`src/fov_regs.svh`:
```
// Register map, field positions and constants of the FPU overflow/underflow flag block.
`ifndef FOV_REGS_SVH
`define FOV_REGS_SVH

// ----------------------------------------------------------------
// Register offsets
// ----------------------------------------------------------------
`define FOV_STATUS_OFS 8'h00
`define FOV_OPND_OFS 8'h04
`define FOV_OPCMD_OFS 8'h08
`define FOV_RESULT_OFS 8'h0c
`define FOV_FLAGWR_OFS 8'h10
`define FOV_G12EN_OFS 8'h14
`define FOV_PEND_OFS 8'h18
`define FOV_ISTAT_OFS 8'h1c
`define FOV_IMASK_OFS 8'h20

// ----------------------------------------------------------------
// Fields and reset values
// ----------------------------------------------------------------
`define FOV_LUF_BIT 0
`define FOV_LVF_BIT 1
`define FOV_FLAG_MASK 32'h0000_0003
`define FOV_G12_LUF_BIT 6
`define FOV_G12_LVF_BIT 7
`define FOV_G12_OFF_MASK 16'hff3f
`define FOV_G12_ON_MASK 16'h00c0
`define FOV_EV_UF 0
`define FOV_EV_OV 1
`define FOV_EV_EST 2
`define FOV_EV_W 3
`define FOV_STATUS_RST 32'h0000_0000
`define FOV_G12EN_RST 16'h0000
`define FOV_EXP_MAX 8'hff
`define FOV_EXP_ZERO 8'h00
`define FOV_RECIP_MAGIC 31'h7ef3_11c7
`define FOV_ISQRT_MAGIC 31'h5f37_59df

`endif

```
`src/fov_pkg.sv`:
```
// Types shared by the FPU overflow/underflow flag block.
package fov_pkg;

  typedef enum logic [1:0] {
    fov_op_none = 2'b00,
    fov_op_recip = 2'b01,
    fov_op_isqrt = 2'b10,
    fov_op_rsvd = 2'b11
  } fov_op_t;

  typedef struct packed {
    logic valid;
    logic uf;
    logic ov;
  } fov_arith_t;

endpackage

```
`src/fov_flags.sv`:
```
// FPU latched overflow/underflow flags, estimate unit and group-12 interrupt logic.
`timescale 1ns/1ps
`default_nettype none
`include "fov_regs.svh"

module fov_flags
  import fov_pkg::*;
#(
  parameter int ADDR_W = 8
) (
  input wire logic clk, // Core clock, 100 MHz.
  input wire logic nrst, // Asynchronous reset, active low.
  input wire logic psel, // APB select.
  input wire logic penable, // APB enable.
  input wire logic pwrite, // APB direction, high for write.
  input wire logic [ADDR_W-1:0] paddr, // APB byte address.
  input wire logic [31:0] pwdata, // APB write data.
  output logic [31:0] prdata, // APB read data.
  output logic pready, // APB ready.
  output logic pslverr, // APB error on unmapped address.
  input wire fov_arith_t arith, // Flag report from the arithmetic datapath.
  input wire logic [1:0] g12_ack, // Group-12 acknowledge, bit 0 underflow, bit 1 overflow.
  output logic [1:0] flag_line, // Latched flag lines toward group 12.
  output logic [1:0] g12_int, // Enabled pending group-12 requests.
  output logic irq // Block status interrupt, level.
);

  // ----------------------------------------------------------------
  // State
  // ----------------------------------------------------------------
  logic [31:0] status;
  logic [31:0] operand;
  logic [31:0] result;
  logic [15:0] g12_en;
  logic [1:0] pend;
  logic [`FOV_EV_W-1:0] istat;
  logic [`FOV_EV_W-1:0] imask;

  function automatic logic hit(input logic [ADDR_W-1:0] a, input logic [7:0] ofs);
    return a == ADDR_W'(ofs);
  endfunction

  // ----------------------------------------------------------------
  // Bus decode
  // ----------------------------------------------------------------
  // One wait state keeps prdata and pready straight from flip-flops.
  // A write lands only at the edge where pready is high, so a stretched setup phase writes nothing;
  // an access phase held past pready writes the register again two cycles later.
  wire logic acc = psel & penable;
  wire logic acc_first = acc & ~pready;
  wire logic wr = acc & pready & pwrite;
  wire logic sel_status = hit(paddr, `FOV_STATUS_OFS);
  wire logic sel_opnd = hit(paddr, `FOV_OPND_OFS);
  wire logic sel_opcmd = hit(paddr, `FOV_OPCMD_OFS);
  wire logic sel_result = hit(paddr, `FOV_RESULT_OFS);
  wire logic sel_flagwr = hit(paddr, `FOV_FLAGWR_OFS);
  wire logic sel_g12en = hit(paddr, `FOV_G12EN_OFS);
  wire logic sel_pend = hit(paddr, `FOV_PEND_OFS);
  wire logic sel_istat = hit(paddr, `FOV_ISTAT_OFS);
  wire logic sel_imask = hit(paddr, `FOV_IMASK_OFS);
  wire logic mapped = sel_status | sel_opnd | sel_opcmd | sel_result | sel_flagwr |
                      sel_g12en | sel_pend | sel_istat | sel_imask;
  wire logic wr_status = wr & sel_status;
  wire logic wr_opnd = wr & sel_opnd;
  wire logic wr_opcmd = wr & sel_opcmd;
  wire logic wr_flagwr = wr & sel_flagwr;
  wire logic wr_g12en = wr & sel_g12en;
  wire logic wr_istat = wr & sel_istat;
  wire logic wr_imask = wr & sel_imask;

  wire logic [31:0] rd_data =
    sel_status ? status :
    sel_opnd ? operand :
    sel_opcmd ? 32'h0000_0000 :
    sel_result ? result :
    sel_flagwr ? 32'h0000_0000 :
    sel_g12en ? {16'h0000, g12_en} :
    sel_pend ? {30'h0000_0000, pend} :
    sel_istat ? {29'h0000_0000, istat} :
    sel_imask ? {29'h0000_0000, imask} :
    32'h0000_0000;

  // ----------------------------------------------------------------
  // Estimate unit
  // ----------------------------------------------------------------
  // Bit-trick seeds: cheap, and the value software gets for refinement.
  wire fov_op_t op = fov_op_t'(pwdata[1:0]);
  wire logic is_recip = (op == fov_op_recip);
  wire logic is_isqrt = (op == fov_op_isqrt);
  // Codes other than the two estimates are no-ops: result and flags stay put.
  wire logic est_go = wr_opcmd & (is_recip | is_isqrt);
  // Operand and result load through next_ values, so every flip-flop takes a
  // new value on each edge and no load enable is inferred.
  wire logic [31:0] next_operand = wr_opnd ? pwdata : operand;
  wire logic [30:0] mag = operand[30:0];
  wire logic [30:0] recip_mag = `FOV_RECIP_MAGIC - mag;
  wire logic [30:0] isqrt_mag = `FOV_ISQRT_MAGIC - {1'b0, mag[30:1]};
  wire logic [31:0] recip_val = {operand[31], recip_mag};
  wire logic [31:0] isqrt_val = {1'b0, isqrt_mag};
  wire logic [31:0] est_val = is_recip ? recip_val : isqrt_val;
  wire logic [31:0] next_result = est_go ? est_val : result;
  wire logic [7:0] opnd_exp = operand[30:23];
  // Flags raised here track operand classes, not the result.
  wire logic est_uf = est_go & (opnd_exp == `FOV_EXP_MAX);
  wire logic est_ov = est_go & (opnd_exp == `FOV_EXP_ZERO);

  // ----------------------------------------------------------------
  // Status word
  // ----------------------------------------------------------------
  // A hardware set wins over a simultaneous clear or overwrite.
  // Flag write only clears; software that wants a flag set writes the status word.
  wire logic set_uf = (arith.valid & arith.uf) | est_uf;
  wire logic set_ov = (arith.valid & arith.ov) | est_ov;
  wire logic [1:0] set_f = {set_ov, set_uf};
  wire logic [31:0] base = wr_status ? pwdata : status;
  wire logic [1:0] clr_f = wr_flagwr ? pwdata[1:0] : 2'b00;
  wire logic [1:0] next_flags = set_f | (base[1:0] & ~clr_f);
  wire logic [31:0] next_status = {base[31:2], next_flags};
  wire logic [1:0] rise = next_flags & ~status[1:0];

  // ----------------------------------------------------------------
  // Group-12 pending and enable
  // ----------------------------------------------------------------
  // Pending follows the rising edge of a flag, so a flag left set raises one request,
  // not one per cycle; the enable gates the request, never the pending bit.
  wire logic [15:0] next_g12_en = wr_g12en ? pwdata[15:0] : g12_en;
  wire logic [1:0] next_en_bits = {next_g12_en[`FOV_G12_LVF_BIT],
                                   next_g12_en[`FOV_G12_LUF_BIT]};
  logic [1:0] next_pend;

  genvar gi;
  generate
    for (gi = 0; gi < 2; gi++) begin : g_line
      // Only a taken request clears pending; no bus path writes it.
      assign next_pend[gi] = rise[gi] |
                             (pend[gi] & ~(g12_ack[gi] & g12_int[gi]));
      always_ff @(posedge clk or negedge nrst) begin
        if (!nrst) begin
          pend[gi] <= 1'b0;
          g12_int[gi] <= 1'b0;
        end else begin
          pend[gi] <= next_pend[gi];
          g12_int[gi] <= next_pend[gi] & next_en_bits[gi];
        end
      end
    end
  endgenerate

  // ----------------------------------------------------------------
  // Block interrupt
  // ----------------------------------------------------------------
  // Events are edges as well: a level source would fire again after every clear.
  wire logic [`FOV_EV_W-1:0] events = {est_go, rise[1], rise[0]};
  wire logic [`FOV_EV_W-1:0] w1c = wr_istat ? pwdata[`FOV_EV_W-1:0] : '0;
  wire logic [`FOV_EV_W-1:0] next_istat = events | (istat & ~w1c);
  wire logic [`FOV_EV_W-1:0] next_imask = wr_imask ? pwdata[`FOV_EV_W-1:0] : imask;

  // ----------------------------------------------------------------
  // Registers
  // ----------------------------------------------------------------
  always_ff @(posedge clk or negedge nrst) begin
    if (!nrst) begin
      status <= `FOV_STATUS_RST;
      flag_line <= 2'b00;
    end else begin
      status <= next_status;
      flag_line <= next_flags;
    end
  end

  always_ff @(posedge clk or negedge nrst) begin
    if (!nrst) begin
      operand <= 32'h0000_0000;
      result <= 32'h0000_0000;
    end else begin
      operand <= next_operand;
      result <= next_result;
    end
  end

  always_ff @(posedge clk or negedge nrst) begin
    if (!nrst) begin
      g12_en <= `FOV_G12EN_RST;
      istat <= '0;
      imask <= '0;
      irq <= 1'b0;
    end else begin
      g12_en <= next_g12_en;
      istat <= next_istat;
      imask <= next_imask;
      irq <= |(next_istat & next_imask);
    end
  end

  always_ff @(posedge clk or negedge nrst) begin
    if (!nrst) begin
      pready <= 1'b0;
      prdata <= 32'h0000_0000;
      pslverr <= 1'b0;
    end else begin
      pready <= acc_first;
      prdata <= (acc_first & ~pwrite) ? rd_data : 32'h0000_0000;
      pslverr <= acc_first & ~mapped;
    end
  end
endmodule
`default_nettype wire

```
`config.mk`:
```
export PLATFORM = sky130hd
export DESIGN_NAME = fov_flags
export DESIGN_NICKNAME = d
export VERILOG_FILES = /design/src/fov_pkg.sv /design/src/fov_flags.sv
export VERILOG_INCLUDE_DIRS = /design/src
export SDC_FILE = /design/constraint.sdc
export NUM_CORES = 1
export LEC_CHECK = 0
export ABC_AREA = 0
export BUFFER_PORTS_ARGS = -buffer_cell sky130_fd_sc_hd__buf_2
export CAP_MARGIN = 5
export CORE_MARGIN = 2
export CORE_UTILIZATION = 32
export CTS_CLUSTER_SIZE = 16
export DETAILED_ROUTE_END_ITERATION = 6
export PLACE_DENSITY = 0.46
export REMOVE_ABC_BUFFERS = 1
export SLEW_MARGIN = 20
export SYNTH_ARGS = -nofsm -noshare
export SYNTH_HDL_FRONTEND = slang
export SYNTH_SLANG_ARGS = --single-unit
export TNS_END_PERCENT = 5
```
`constraint.sdc`:
```
create_clock -name clk -period 4.5 [get_ports clk]
set_input_delay 0.9 -clock clk [delete_from_list [all_inputs] [get_ports clk]]
set_output_delay 0.9 -clock clk [all_outputs]
set_load 0.005 [all_outputs]
```
==> impl_metrics.py <==
metrics = {
    "critical_path": {
        "cpPeakStageDelay_ns": 0.67,
        "cp_max_fo": 9,
        "r2r-end": "result[27]",
        "cp-start-kind": "input pin",
        "crit_chain": "buf_2 > inv_1 > ha_1 > or4b_2 > nor4_4 > nand2_1 > o221a_2",
        "worstSetupPathType": "in2reg",
        "critPathLaunch": "pwdata[1]",
        "arrival_ns": 3.31,
        "cp-end-kind": "flop",
        "r2r-start": "operand[6]",
        "required_ns": 4.81,
        "path_buf_inv": 2,
        "reg2reg_depth": 7,
        "cp_top_family": "simple AND/OR/NAND/NOR gates",
        "critPathSlowestCell": "or4b_2",
        "crit_cells": 7,
        "r2r_setup_slack_ns": 2.02,
    },
    "drt": {
        "drtIter0Drc": 367,
        "drt-pass1-iter-count": 7,
        "avgViaCountPerCell": 5.28,
        "drc_errors": 1,
        "wire_per_inst_um": 19.4,
        "vias": 5931,
        "drt_wl_total_mm": 21.8,
        "drtAntennaViolNets": 0,
    },
    "power": {
        "p_leak_nw": 4.21,
        "p_int_w": 0.00242,
        "vdd_drop_max_uv": 231,
        "swShare_pct": 23.3,
        "power.switching_w": 0.000735,
        "finalPower_w": 0.00315,
        "share_comb_of_total_power_pct": 4.1,
        "seqPwrFrac_pct": 45.3,
        "powerDensity_nw_per_um2": 345,
        "clkPwrFrac_pct": 50.7,
    },
    "status": {
        "status": "complete, but fails checks",
        "violations": "design-rule violations",
    },
    "sta": {
        "rsz0062_at_grt": "no",
        "fin_crit_ns": 3.00,
        "finalSetupViolations": 0,
        "tns_ns": 0,
        "skew_ns": 0.0115,
        "max_freq_ghz": 0.333,
        "slew_viol_final": 0,
        "worst_pin_slew_ns": 0.852,
        "slew_headroom_pct": 42.9,
        "finalHoldViolations": 0,
        "period_share_pct": 66.7,
        "hold_ws_ns": 0.483,
    },
    "clocking": {
        "clkTransAtPathRegs_ns": 0.07,
        "numCtsBuffers": 17,
        "root_buffer": "clkbuf_16",
        "clk_path_buf_depth": 2,
        "holdBufCountCts": 0,
        "cts_tree": "built",
        "clock_sinks": 157,
        "cts_resized": 0,
        "htreeDepth": 4,
        "post_cts_buffers": 0,
        "clock_latency_ns": 0.43,
    },
    "floorplan": {
        "die_y_um": 160,
        "rows": 57,
        "io-pin-count": 89,
        "start_util_pct": 32.4,
        "core_sq_um": 24200,
        "dieArea_sq_um": 25800,
        "die_w_um": 160,
    },
    "synthesis": {
        "synth-seq-cells": 157,
        "synth_edf_count": 0,
        "synth_cells": 733,
        "synth.cell_area_sq_um": 7840,
        "avgSynthCellArea_sq_um": 10.7,
        "yosys_warnings": 0,
        "synthFlopType": "dfrtp_1",
        "synth_cell_types": 66,
        "yosysSeqAreaShare_pct": 50.1,
        "async_reset_ff_share_pct": 100,
    },
    "final_layout": {
        "drive_gt1_share_pct": 29.6,
        "fillers": 2402,
        "area_growth_pct": 16.7,
        "design_area_sq_um": 9150,
        "nets": 841,
        "antennaDiodeCount": 0,
    },
    "job": {
        "maxCapViolCount": 0,
    },
    "grt": {
        "track_usage_pct": 17.5,
        "grt_max_degree": 81,
        "grt_pass1_vias": 6065,
        "grt_pass1_wl_mm": 35.3,
        "antenna_found_initial": 0,
        "overflow": 0,
    },
    "min_path": {
        "min_path_cells": 2,
        "whs_endpoint": "result[3]",
        "hold_class": "reg2reg",
        "holdCritStartpoint": "result[3]",
    },
    "place": {
        "gp_congestion": 0.825,
        "port_buffers": 88,
        "dpl_cell_area_sq_um": 8500,
        "dp_hpwl_mm": 14.4,
    },
}
## power groups by stage
stage	sequential, W	combinational [W]	clock (W)
floorplan	0.00145	0.0000432	0
global placement	0.00146	0.000129	0
detailed placement	0.00146	0.000131	0
CTS	0.00143	0.000132	0.00164
global route	0.00143	0.000144	0.00170
finish	0.00143	0.000128	0.00160
## worst min-delay path, cell delays in order (launching register included)
cell and delay [ns]:
dfrtp_1 0.35, nand2_1 0.05, o21ai_0 0.06
## layout by cell type, fill, tap and decap left out, types with 6 or more instances in the layout
cell,Yosys,final
dfrtp_1,157,157
buf_2,5,87
mux2_2,83,83
nand2_1,58,58
nor2_1,51,49
a21oi_1,43,43
o21ai_0,31,31
a22oi_1,31,31
xor2_1,20,20
xnor2_1,19,19
a222oi_1,18,18
nand3_1,17,17
clkbuf_16,0,17
nor3_1,10,10
buf_4,2,9
nand4_1,8,8
a31oi_1,8,8
nor2b_1,6,6
and3_1,6,6
## layer usage
| layer | share of wire, % | GRT usage [%] | wire [um] |
|---|---|---|---|
| met5 | 0 | 0 | 0 |
| met4 | 1.5 | 5.28 | 318 |
| met3 | 4.0 | 2.97 | 881 |
| met2 | 46 | 27.8 | 10100 |
| met1 | 48 | 24.6 | 10500 |
## state kept, by name (all words and copies together), names as in the netlist, 3 cells and up
signal,flops
status,30
g12_en,16
result,32
operand,32
istat,3
imask,3
prdata,32
## area by class of cell
type | instances | area (sq um) | share of cell area [%]
clock buffer | 18 | 439 | 4.80
sequential | 157 | 3930 | 43.0
timing repair buffer | 98 | 534 | 5.84
inverter | 3 | 11.3 | 0.123
clock inverter | 14 | 205 | 2.24
multi-input combinational | 510 | 3620 | 39.6
tap | 324 | 405 | 4.43
## cell families after synthesis
logic type	Yosys count	synth area share, %
AOI/OAI and AO/OA	182	15.7
xor gates and xnor gates	39	4.36
adders and majority gates	4	0.639
buffers and inverters	66	3.72
DFF	157	50.1
muxes	86	12.3
and+or+nand+nor	199	13.1
## how the worst max path moves through the flow
stage	slack, ns	end
after floorplan	0.47	status[10]
after global placement	1.06	irq
after detailed placement	1.04	result[21]
after CTS	1.49	result[21]
after global routing	1.40	irq
final	1.50	result[21]
## through the flow
step                cells  setup WS (ns)  utilization, %
finish               1124           1.50            37.8
global route         1124           1.40            37.8
CTS                  1124           1.49            37.8
detailed placement   1092           1.04            35.2
global placement     1092           1.06            35.2
floorplan             670          0.466               -
## Yosys cell counts, types with 10 or more instances
master | count | share of area, %
dfrtp_1 | 157 | 50
mux2_2 | 83 | 12
nand2_1 | 58 | 2.8
nor2_1 | 51 | 2.4
clkbuf_1 | 49 | 2.3
a21oi_1 | 43 | 2.7
a22oi_1 | 31 | 3.0
o21ai_0 | 31 | 2.0
xor2_1 | 20 | 2.2
xnor2_1 | 19 | 2.1
a222oi_1 | 18 | 2.3
nand3_1 | 17 | 1.1
nor3_1 | 10 | 0.64
(Power assumes the default switching activity.)
